File: src/rss_regs.svh
`ifndef RSS_REGS_SVH
`define RSS_REGS_SVH

// ==========================================================================
// register map
`define RSS_ADDR_STATUS   4'h0
`define RSS_ADDR_SLEEP    4'h1
`define RSS_ADDR_ANALOG   4'h2
`define RSS_ADDR_STRETCH  4'h3
// status/control register fields
`define RSS_BIT_POR       0
`define RSS_BIT_PIN       1
`define RSS_BIT_BOD       2
`define RSS_BIT_WDT       3
`define RSS_BIT_SCAN      4
`define RSS_BIT_TPD       7
// sleep register: bit 3 asleep, bits 2..0 mode
`define RSS_BIT_ASLEEP    3
// analog register fields
`define RSS_BIT_ADC_EN    0
`define RSS_BIT_ACMP_EN   1
`define RSS_BIT_ACMP_REF  2
`define RSS_BIT_WDT_EN    3
`define RSS_STATUS_RST    8'h01
// ==========================================================================
// timing
`define RSS_CLK_NS        10
`define RSS_PIN_MIN_NS    1500
`define RSS_PIN_CYC       ((`RSS_PIN_MIN_NS + `RSS_CLK_NS - 1) / `RSS_CLK_NS)
`define RSS_BOD_MIN_NS    2000
`define RSS_BOD_CYC       ((`RSS_BOD_MIN_NS + `RSS_CLK_NS - 1) / `RSS_CLK_NS)
`define RSS_HYST_MV       100
`define RSS_BOT_LOW_MV    2700
`define RSS_BOT_HIGH_MV   4000
// base stretch length in clk_sys cycles, scaled up by the clock-select code
`define RSS_STRETCH_BASE  16
`endif

File: src/rss_pkg.sv
package rss_pkg;
    // sleep modes as coded by the mode field
    typedef enum logic [2:0] {
        RSS_SLP_IDLE    = 3'b000,
        RSS_SLP_ADCNR   = 3'b001,
        RSS_SLP_PDOWN   = 3'b010,
        RSS_SLP_PSAVE   = 3'b011,
        RSS_SLP_RSV4    = 3'b100,
        RSS_SLP_RSV5    = 3'b101,
        RSS_SLP_STBY    = 3'b110,
        RSS_SLP_XSTBY   = 3'b111
    } rss_sleep_e;

    // fuse set, sampled as plain levels
    typedef struct packed {
        logic       brownout_enable_fuse;
        logic       brownout_level_fuse;
        logic       debug_enable_fuse;
        logic       test_port_enable_fuse;
        logic [3:0] clock_select_fuses;
    } rss_fuse_s;

    // power-management outputs
    typedef struct packed {
        logic main_clk_keep;
        logic input_buf_en;
        logic adc_en;
        logic adc_extended;
        logic acmp_en;
        logic vref_en;
        logic wdt_run;
        logic test_port_en;
    } rss_power_s;
endpackage

File: src/rss_top.sv
// Strobed register access and the address map are this design's own decisions.
`timescale 1ns/1ps
`default_nettype none
`include "rss_regs.svh"

module rss_top (
    input  wire logic               clk_sys,
    input  wire logic               reset_n,
    input  wire logic               power_ok,
    input  wire logic               reset_pin_n,
    input  wire logic               wdt_expire,
    input  wire logic [12:0]        supply_mv,
    input  wire logic               scan_reset_bit,
    input  wire rss_pkg::rss_fuse_s fuses,
    input  wire logic               wake_pin_req,
    input  wire logic               tap_shifting,
    input  wire logic               tdo_data,
    input  wire logic [3:0]         reg_addr,
    input  wire logic [7:0]         reg_wdata,
    input  wire logic               reg_wr,
    input  wire logic               reg_rd,
    output logic [7:0]              reg_rdata,
    output logic                    port_reset_n,
    output logic                    core_reset_n,
    output logic                    fetch_vector,
    output logic                    wdt_reset_pulse,
    output logic                    tdo_out,
    output logic                    tdo_oe,
    output rss_pkg::rss_power_s     power
);
    import rss_pkg::*;

    typedef enum logic [1:0] {
        RSS_ST_HOLD    = 2'b00,
        RSS_ST_STRETCH = 2'b01,
        RSS_ST_RUN     = 2'b10
    } rss_state_e;

    // ======================================================================
    // source conditioning
    logic [7:0]  pin_cnt_ff;
    logic        pin_rst_ff;
    logic [7:0]  bod_cnt_ff;
    logic        bod_rst_ff;
    logic        bod_below_ff;
    logic        wdt_pulse_ff;
    logic        wdt_en_ff;
    logic [12:0] bot_mv;
    logic        any_src;

    // trigger level picked by level fuse, hysteresis split evenly
    assign bot_mv = fuses.brownout_level_fuse ? 13'(`RSS_BOT_HIGH_MV)
                                              : 13'(`RSS_BOT_LOW_MV);

    // comparator with hysteresis: trip below low edge, clear above high edge
    always_ff @(posedge clk_sys or negedge reset_n) begin
        if (!reset_n) begin
            bod_below_ff <= 1'b0;
        end else if (supply_mv < bot_mv - 13'(`RSS_HYST_MV / 2)) begin
            bod_below_ff <= 1'b1;
        end else if (supply_mv > bot_mv + 13'(`RSS_HYST_MV / 2)) begin
            bod_below_ff <= 1'b0;
        end
    end

    // dip must persist past minimum period before reset asserts
    always_ff @(posedge clk_sys or negedge reset_n) begin
        if (!reset_n) begin
            bod_cnt_ff <= 8'h00;
            bod_rst_ff <= 1'b0;
        end else if (!fuses.brownout_enable_fuse || !bod_below_ff) begin
            bod_cnt_ff <= 8'h00;
            bod_rst_ff <= 1'b0;
        end else if (bod_cnt_ff < 8'(`RSS_BOD_CYC)) begin
            bod_cnt_ff <= bod_cnt_ff + 8'h01;
        end else begin
            bod_rst_ff <= 1'b1;
        end
    end

    // pin low filter; short glitches never reach the core reset
    always_ff @(posedge clk_sys or negedge reset_n) begin
        if (!reset_n) begin
            pin_cnt_ff <= 8'h00;
            pin_rst_ff <= 1'b0;
        end else if (reset_pin_n) begin
            pin_cnt_ff <= 8'h00;
            pin_rst_ff <= 1'b0;
        end else if (pin_cnt_ff < 8'(`RSS_PIN_CYC)) begin
            pin_cnt_ff <= pin_cnt_ff + 8'h01;
        end else begin
            pin_rst_ff <= 1'b1;
        end
    end

    // watchdog pulse: one cycle wide, repeating every other cycle while expiry is held; only if enabled
    always_ff @(posedge clk_sys or negedge reset_n) begin
        if (!reset_n) begin
            wdt_pulse_ff <= 1'b0;
        end else begin
            wdt_pulse_ff <= wdt_expire && wdt_en_ff
                            && !wdt_pulse_ff;
        end
    end
    assign wdt_reset_pulse = wdt_pulse_ff;

    // or of all five sources
    assign any_src = !power_ok || pin_rst_ff || wdt_pulse_ff
                     || bod_rst_ff || scan_reset_bit;

    // ======================================================================
    // stretch counter
    rss_state_e  state_ff;
    logic [19:0] stretch_ff;
    logic [19:0] stretch_len;

    // fuse code scales the hold time; counts of clk_sys cycles
    assign stretch_len = 20'(`RSS_STRETCH_BASE)
                         << fuses.clock_select_fuses;

    // hold while any source active; count once all have dropped
    always_ff @(posedge clk_sys or negedge reset_n) begin
        if (!reset_n) begin
            state_ff   <= RSS_ST_HOLD;
            stretch_ff <= 20'h00000;
        end else if (any_src) begin
            state_ff   <= RSS_ST_HOLD;
            stretch_ff <= 20'h00000;
        end else begin
            case (state_ff)
                RSS_ST_HOLD: begin
                    state_ff <= RSS_ST_STRETCH;
                end
                RSS_ST_STRETCH: begin
                    stretch_ff <= stretch_ff + 20'h00001;
                    if (stretch_ff + 20'h00001 >= stretch_len) begin
                        state_ff <= RSS_ST_RUN;
                    end
                end
                RSS_ST_RUN: begin
                    state_ff <= RSS_ST_RUN;
                end
                default: begin
                    state_ff <= RSS_ST_HOLD;
                end
            endcase
        end
    end

    // core reset from flop; fetch pulse marks start at reset vector
    always_ff @(posedge clk_sys or negedge reset_n) begin
        if (!reset_n) begin
            core_reset_n <= 1'b0;
            fetch_vector <= 1'b0;
        end else begin
            core_reset_n <= (state_ff == RSS_ST_RUN) && !any_src;
            fetch_vector <= (state_ff == RSS_ST_RUN) && !any_src
                            && !core_reset_n;
        end
    end

    // port reset: flop is cleared asynchronously by power loss or a low reset pin, so no
    // clock edge is needed to force ports to their initial state
    logic src_async_n;
    assign src_async_n = reset_n && power_ok && reset_pin_n;
    always_ff @(posedge clk_sys or negedge src_async_n) begin
        if (!src_async_n) begin
            port_reset_n <= 1'b0;
        end else begin
            port_reset_n <= !any_src;
        end
    end

    // ======================================================================
    // registers
    logic [7:0] status_ff;
    logic [3:0] sleep_ff;
    logic       adc_en_ff;
    logic       adc_was_off_ff;
    logic       acmp_en_ff;
    logic       acmp_ref_ff;
    logic       wr_status;
    logic       wr_analog;

    assign wr_status = reg_wr && reg_addr == `RSS_ADDR_STATUS;
    assign wr_analog = reg_wr && reg_addr == `RSS_ADDR_ANALOG;

    // flags: source sets win over software clears; por clears all but itself and the tpd bit
    always_ff @(posedge clk_sys or negedge reset_n) begin
        if (!reset_n) begin
            status_ff <= `RSS_STATUS_RST;
        end else if (!power_ok) begin
            status_ff <= `RSS_STATUS_RST | (status_ff & 8'h80);
        end else begin
            if (wr_status) begin
                status_ff[`RSS_BIT_SCAN:`RSS_BIT_POR] <=
                    status_ff[`RSS_BIT_SCAN:`RSS_BIT_POR] & reg_wdata[4:0];
                status_ff[`RSS_BIT_TPD] <= reg_wdata[`RSS_BIT_TPD];
            end
            if (pin_rst_ff) status_ff[`RSS_BIT_PIN] <= 1'b1;
            if (bod_rst_ff) status_ff[`RSS_BIT_BOD] <= 1'b1;
            if (wdt_pulse_ff) status_ff[`RSS_BIT_WDT] <= 1'b1;
            if (scan_reset_bit) status_ff[`RSS_BIT_SCAN] <= 1'b1;
        end
    end

    // sleep and analog controls; all but the watchdog enable cleared by core reset
    always_ff @(posedge clk_sys or negedge reset_n) begin
        if (!reset_n) begin
            sleep_ff       <= 4'h0;
            adc_en_ff      <= 1'b0;
            acmp_en_ff     <= 1'b0;
            acmp_ref_ff    <= 1'b0;
            wdt_en_ff      <= 1'b0;
            adc_was_off_ff <= 1'b1;
        end else if (!core_reset_n) begin
            sleep_ff       <= 4'h0;
            adc_en_ff      <= 1'b0;
            acmp_en_ff     <= 1'b0;
            acmp_ref_ff    <= 1'b0;
            wdt_en_ff      <= wdt_en_ff;
            adc_was_off_ff <= 1'b1;
        end else begin
            if (reg_wr && reg_addr == `RSS_ADDR_SLEEP) begin
                sleep_ff <= reg_wdata[3:0];
            end
            if (wr_analog) begin
                adc_en_ff   <= reg_wdata[`RSS_BIT_ADC_EN];
                acmp_en_ff  <= reg_wdata[`RSS_BIT_ACMP_EN];
                acmp_ref_ff <= reg_wdata[`RSS_BIT_ACMP_REF];
                wdt_en_ff   <= reg_wdata[`RSS_BIT_WDT_EN];
            end
            // first conversion after re-enable is extended
            if (!adc_en_ff) adc_was_off_ff <= 1'b1;
            else if (wake_pin_req || wr_analog) adc_was_off_ff <= 1'b0;
        end
    end

    // ======================================================================
    // power gating, all outputs registered
    rss_sleep_e mode;
    logic       asleep;
    logic       deep;
    logic       acmp_live;
    assign mode   = rss_sleep_e'(sleep_ff[2:0]);
    assign asleep = sleep_ff[`RSS_BIT_ASLEEP];
    assign deep   = asleep && mode != RSS_SLP_IDLE && mode != RSS_SLP_ADCNR;
    assign acmp_live = acmp_en_ff && !deep;

    always_ff @(posedge clk_sys or negedge reset_n) begin
        if (!reset_n) begin
            power <= '0;
        end else begin
            power.main_clk_keep <= fuses.debug_enable_fuse && asleep
                && (mode == RSS_SLP_PDOWN || mode == RSS_SLP_PSAVE);
            power.input_buf_en  <= !deep || wake_pin_req;
            power.adc_en        <= adc_en_ff;
            power.adc_extended  <= adc_en_ff && adc_was_off_ff;
            power.acmp_en       <= acmp_live;
            power.vref_en       <= fuses.brownout_enable_fuse || adc_en_ff
                                   || (acmp_en_ff && acmp_ref_ff);
            power.wdt_run       <= wdt_en_ff;
            power.test_port_en  <= fuses.test_port_enable_fuse
                                   && !status_ff[`RSS_BIT_TPD];
        end
    end

    // test data out driven only while shifting
    always_ff @(posedge clk_sys or negedge reset_n) begin
        if (!reset_n) begin
            tdo_out <= 1'b0;
            tdo_oe  <= 1'b0;
        end else begin
            tdo_out <= tdo_data;
            tdo_oe  <= power.test_port_en && tap_shifting;
        end
    end

    // read port, data one cycle later; unmapped reads zero
    always_ff @(posedge clk_sys or negedge reset_n) begin
        if (!reset_n) begin
            reg_rdata <= 8'h00;
        end else if (reg_rd) begin
            case (reg_addr)
                `RSS_ADDR_STATUS:  reg_rdata <= status_ff;
                `RSS_ADDR_SLEEP:   reg_rdata <= {4'h0, sleep_ff};
                `RSS_ADDR_ANALOG:  reg_rdata <= {4'h0, wdt_en_ff, acmp_ref_ff,
                                                 acmp_en_ff, adc_en_ff};
                `RSS_ADDR_STRETCH: reg_rdata <= {6'h00, state_ff};
                default:           reg_rdata <= 8'h00;
            endcase
        end else begin
            reg_rdata <= 8'h00;
        end
    end
endmodule

`default_nettype wire

File: config.mk
export PLATFORM = sky130hd
export DESIGN_NAME = rss_top
export DESIGN_NICKNAME = d
export VERILOG_FILES = /design/src/rss_pkg.sv /design/src/rss_top.sv
export VERILOG_INCLUDE_DIRS = /design/src /design/src/src
export SDC_FILE = /design/constraint.sdc
export NUM_CORES = 1
export LEC_CHECK = 0
export BUFFER_PORTS_ARGS = -buffer_cell sky130_fd_sc_hd__buf_2
export CAP_MARGIN = 20
export CORE_MARGIN = 10
export CORE_UTILIZATION = 45
export CTS_BUF_LIST = sky130_fd_sc_hd__clkbuf_8 sky130_fd_sc_hd__clkbuf_16
export DETAILED_ROUTE_END_ITERATION = 8
export HOLD_SLACK_MARGIN = 0.08
export PLACE_DENSITY = 0.66
export RECOVER_POWER = 25
export SLEW_MARGIN = 30
export SYNTH_ARGS = -nofsm -noshare
export SYNTH_HDL_FRONTEND = slang
export SYNTH_SLANG_ARGS = --single-unit
File: constraint.sdc
create_clock -name clk_sys -period 6.3 [get_ports clk_sys]
set_clock_uncertainty 0.05 [all_clocks]
set_input_delay 0.945 -clock clk_sys [delete_from_list [all_inputs] [get_ports clk_sys]]
set_output_delay 0.945 -clock clk_sys [all_outputs]
set_load 0.05 [all_outputs]
==> results.cfg <==
[run_status]
status = completed

[final_layout]
layout-drive-gt1-share = 0.183
final_nets = 563
n_antenna_cell = 0
syn_to_final_growth_pct = 13.8

[pwr]
leakage_nw = 2.32
ir_worst_vdd_mv = 0.0867
p_per_area_nw_per_um2 = 196

[synthesis]
synth-simple-area-share = 0.219
synth.area.top_cells = dfrtp_1 43%, ha_1 9.0%, xor2_1 5.9%
synthArstFlopShare = 1.00
yosysTopAreaCell = dfrtp_1
yosysMostFrequentCell = dfrtp_1
ys_seq_area_frac = 0.443
synth_top_family_by_area = simple AND/OR/NAND/NOR gates
synth_adder_area_share = 0.0903
synth-main-ff-cell = dfrtp_1
yosys.area.top_type_share = 0.431
syn_area_um2 = 4300
synth-edff-count = 0
synth_mux_area_frac = 0.0390
synthTopCellsByCount = 74 x dfrtp_1, 46 x nor2_1, 42 x nand2_1
synthDistinctLibCells = 50
ys_ff_latch = 76
synth_cells = 432
yosysWarnings = 0
synth_compound_area_frac = 0.0868
synth_xor_area_frac = 0.0958
syn_area_per_cell_um2 = 9.94

[sta]
fin_setup_tns_ns = 0
setup_viol_count_final = 0
fin_ws_ns = 3.16
timing.final.crit_period_ns = 3.14
worst_pin_slew_ns = 0.882
finalCritPeriodShare = 0.498
timing.hold.ws_ns = 0.386
timing.final.hold_violations = 0
slew_violations = 0
grt_setup_unrepaired = no
clock.fmax_ghz = 0.319
max-slew-margin-rel = 0.409

[grt]
grt_pass1_vias = 3144
antenna_found_initial = 0
grt_overflow_total = 0
grt_pass1_wl_um = 15100
grt_usage = 0.127
grt_max_degree = 77

[clocking]
worstSkewPairLatency_ns = 0.35
cts_resized = 0
cts_setup_buffers = 0
cts_tree = yes
h-tree-depth = 3
numCtsBuffers = 9
cts_hold_buf = 0
clk_pin_slew_ns = 0.09
cts.sinks = 76
cts-root-buf = clkbuf_8
clockBufferDepth = 2

[place]
io_buffers = 61
dp_hpwl_um = 6590
place_ws_ns = 3.21
gp_congestion = 0.873

[setup_path]
arrival_ns = 3.36
cp-start-kind = flip-flop
reg2reg_depth = 10
cp-end-kind = flip-flop
criticalPathCategory = flip-flop to flip-flop
rrSetupSlack_ns = 3.16
timing.rr.end = state_ff[1]
rr_startpoint = stretch_ff[4]
critical_path.max_fanout = 14
required_ns = 6.52

[drt]
drt_first_pass_iters = 4
vias = 3229
antenna_left = 0
vias_per_cell = 5.19
drc = 0
routedWlPerCell_um = 14.2
drtIter0Drc = 200
drt-total-wl_um = 8860

[min_path]
hold_depth = 0
hold_path.class = flip-flop to flip-flop
whs_endpoint = power[1]
hold_path_startpoint = wdt_en_ff

[die]
die_y_um = 118
boundaryPins = 66
dieArea_um2 = 13900
core_area_um2 = 9280
die_w_um = 118
start_util = 0.463
rows = 35

[run]
maxCapViolCount = 0
[flip-flops by register name, summed over array words and instances, names as in the netlist, 2 cells and up]
| signal | count |
|---|---|
| stretch_ff | 20 |
| bod_cnt_ff | 8 |
| pin_cnt_ff | 8 |
| power | 8 |
| reg_rdata | 6 |
| status_ff | 6 |
| sleep_ff | 4 |
| state_ff | 2 |
[where the power goes]
group / switching (mW) / internal [mW]
combinational: 0.0645 / 0.0351
sequential: 0.00698 / 0.497
clock: 0.205 / 0.152
[worst max-delay path, cell delays in order (launching register included)]
cell and delay [ns]:
dfrtp_1 0.48, nand3_1 0.15, nor3_2 0.73, nand3_1 0.19, xnor2_1 0.18, ha_1 0.34, a41o_1 0.24, a21oi_1 0.15
nand3_2 0.11, o31ai_4 0.24, mux2i_1 0.21
[cells in the final DEF (no fill, tap or decap), types with 3 or more instances in the layout]
master / netlist / final
nor2_1: 46 / 46
nand3_1: 31 / 31
nor2b_1: 12 / 12
a21o_1: 3 / 3
clkinv_4: 1 / 3
nand3b_1: 3 / 3
buf_2: 4 / 59
nor3_1: 4 / 3
inv_6: 0 / 3
and2_1: 8 / 6
nand2_1: 42 / 42
and3_1: 12 / 12
xor2_1: 29 / 29
mux2i_1: 10 / 10
nand4_1: 14 / 14
a21boi_0: 6 / 6
and4_1: 3 / 3
and2_0: 1 / 3
xnor2_1: 18 / 18
o21a_1: 8 / 8
clkbuf_8: 0 / 9
a21oi_1: 13 / 13
dfrtp_1: 74 / 74
ha_1: 31 / 31
inv_1: 5 / 5
o21ai_0: 9 / 9
[kinds of logic after synthesis]
logic type | after synthesis
AND/OR/NAND/NOR | 187
flip-flops | 76
AO/OA/AOI/OAI | 53
XOR/XNOR | 47
adder cells (fa/ha/maj) | 31
buffers and inverters | 23
multiplexers | 14
other | 1
[metal layers]
metal	track usage	wire, µm
met2	0.201	4180
met1	0.164	4190
met3	0.0297	378
met5	0	0
met4	0.0471	110
[worst max path at each step]
stage	start	end	depth (start not counted)
after global routing	stretch_ff[4]	state_ff[1]	10
after floorplan	fuses[0]	state_ff[0]	8
after CTS	stretch_ff[4]	state_ff[1]	10
after detailed placement	stretch_ff[4]	state_ff[0]	10
after global placement	stretch_ff[7]	state_ff[1]	10
final	stretch_ff[4]	state_ff[1]	10
[area by class of cell]
cell class,instances,area [µm²]
inverters,6,27.5
well taps,129,161
repair buffers,61,310
clock inverters,7,67.6
flip-flops and latches,76,1900
multi-input cells,334,2290
fillers,853,4390
clock buffers,9,124
[metrics by stage]
step	instance area [µm²]	utilization	std cells	total power, mW
global placement	4690	0.505	606	0.612
floorplan	4300	-	433	0.572
detailed placement	4700	0.506	606	0.614
global route	4890	0.527	622	1.01
CTS	4890	0.526	622	0.974
finish	4890	0.527	622	0.960
Power figures use the tool's default switching activity.
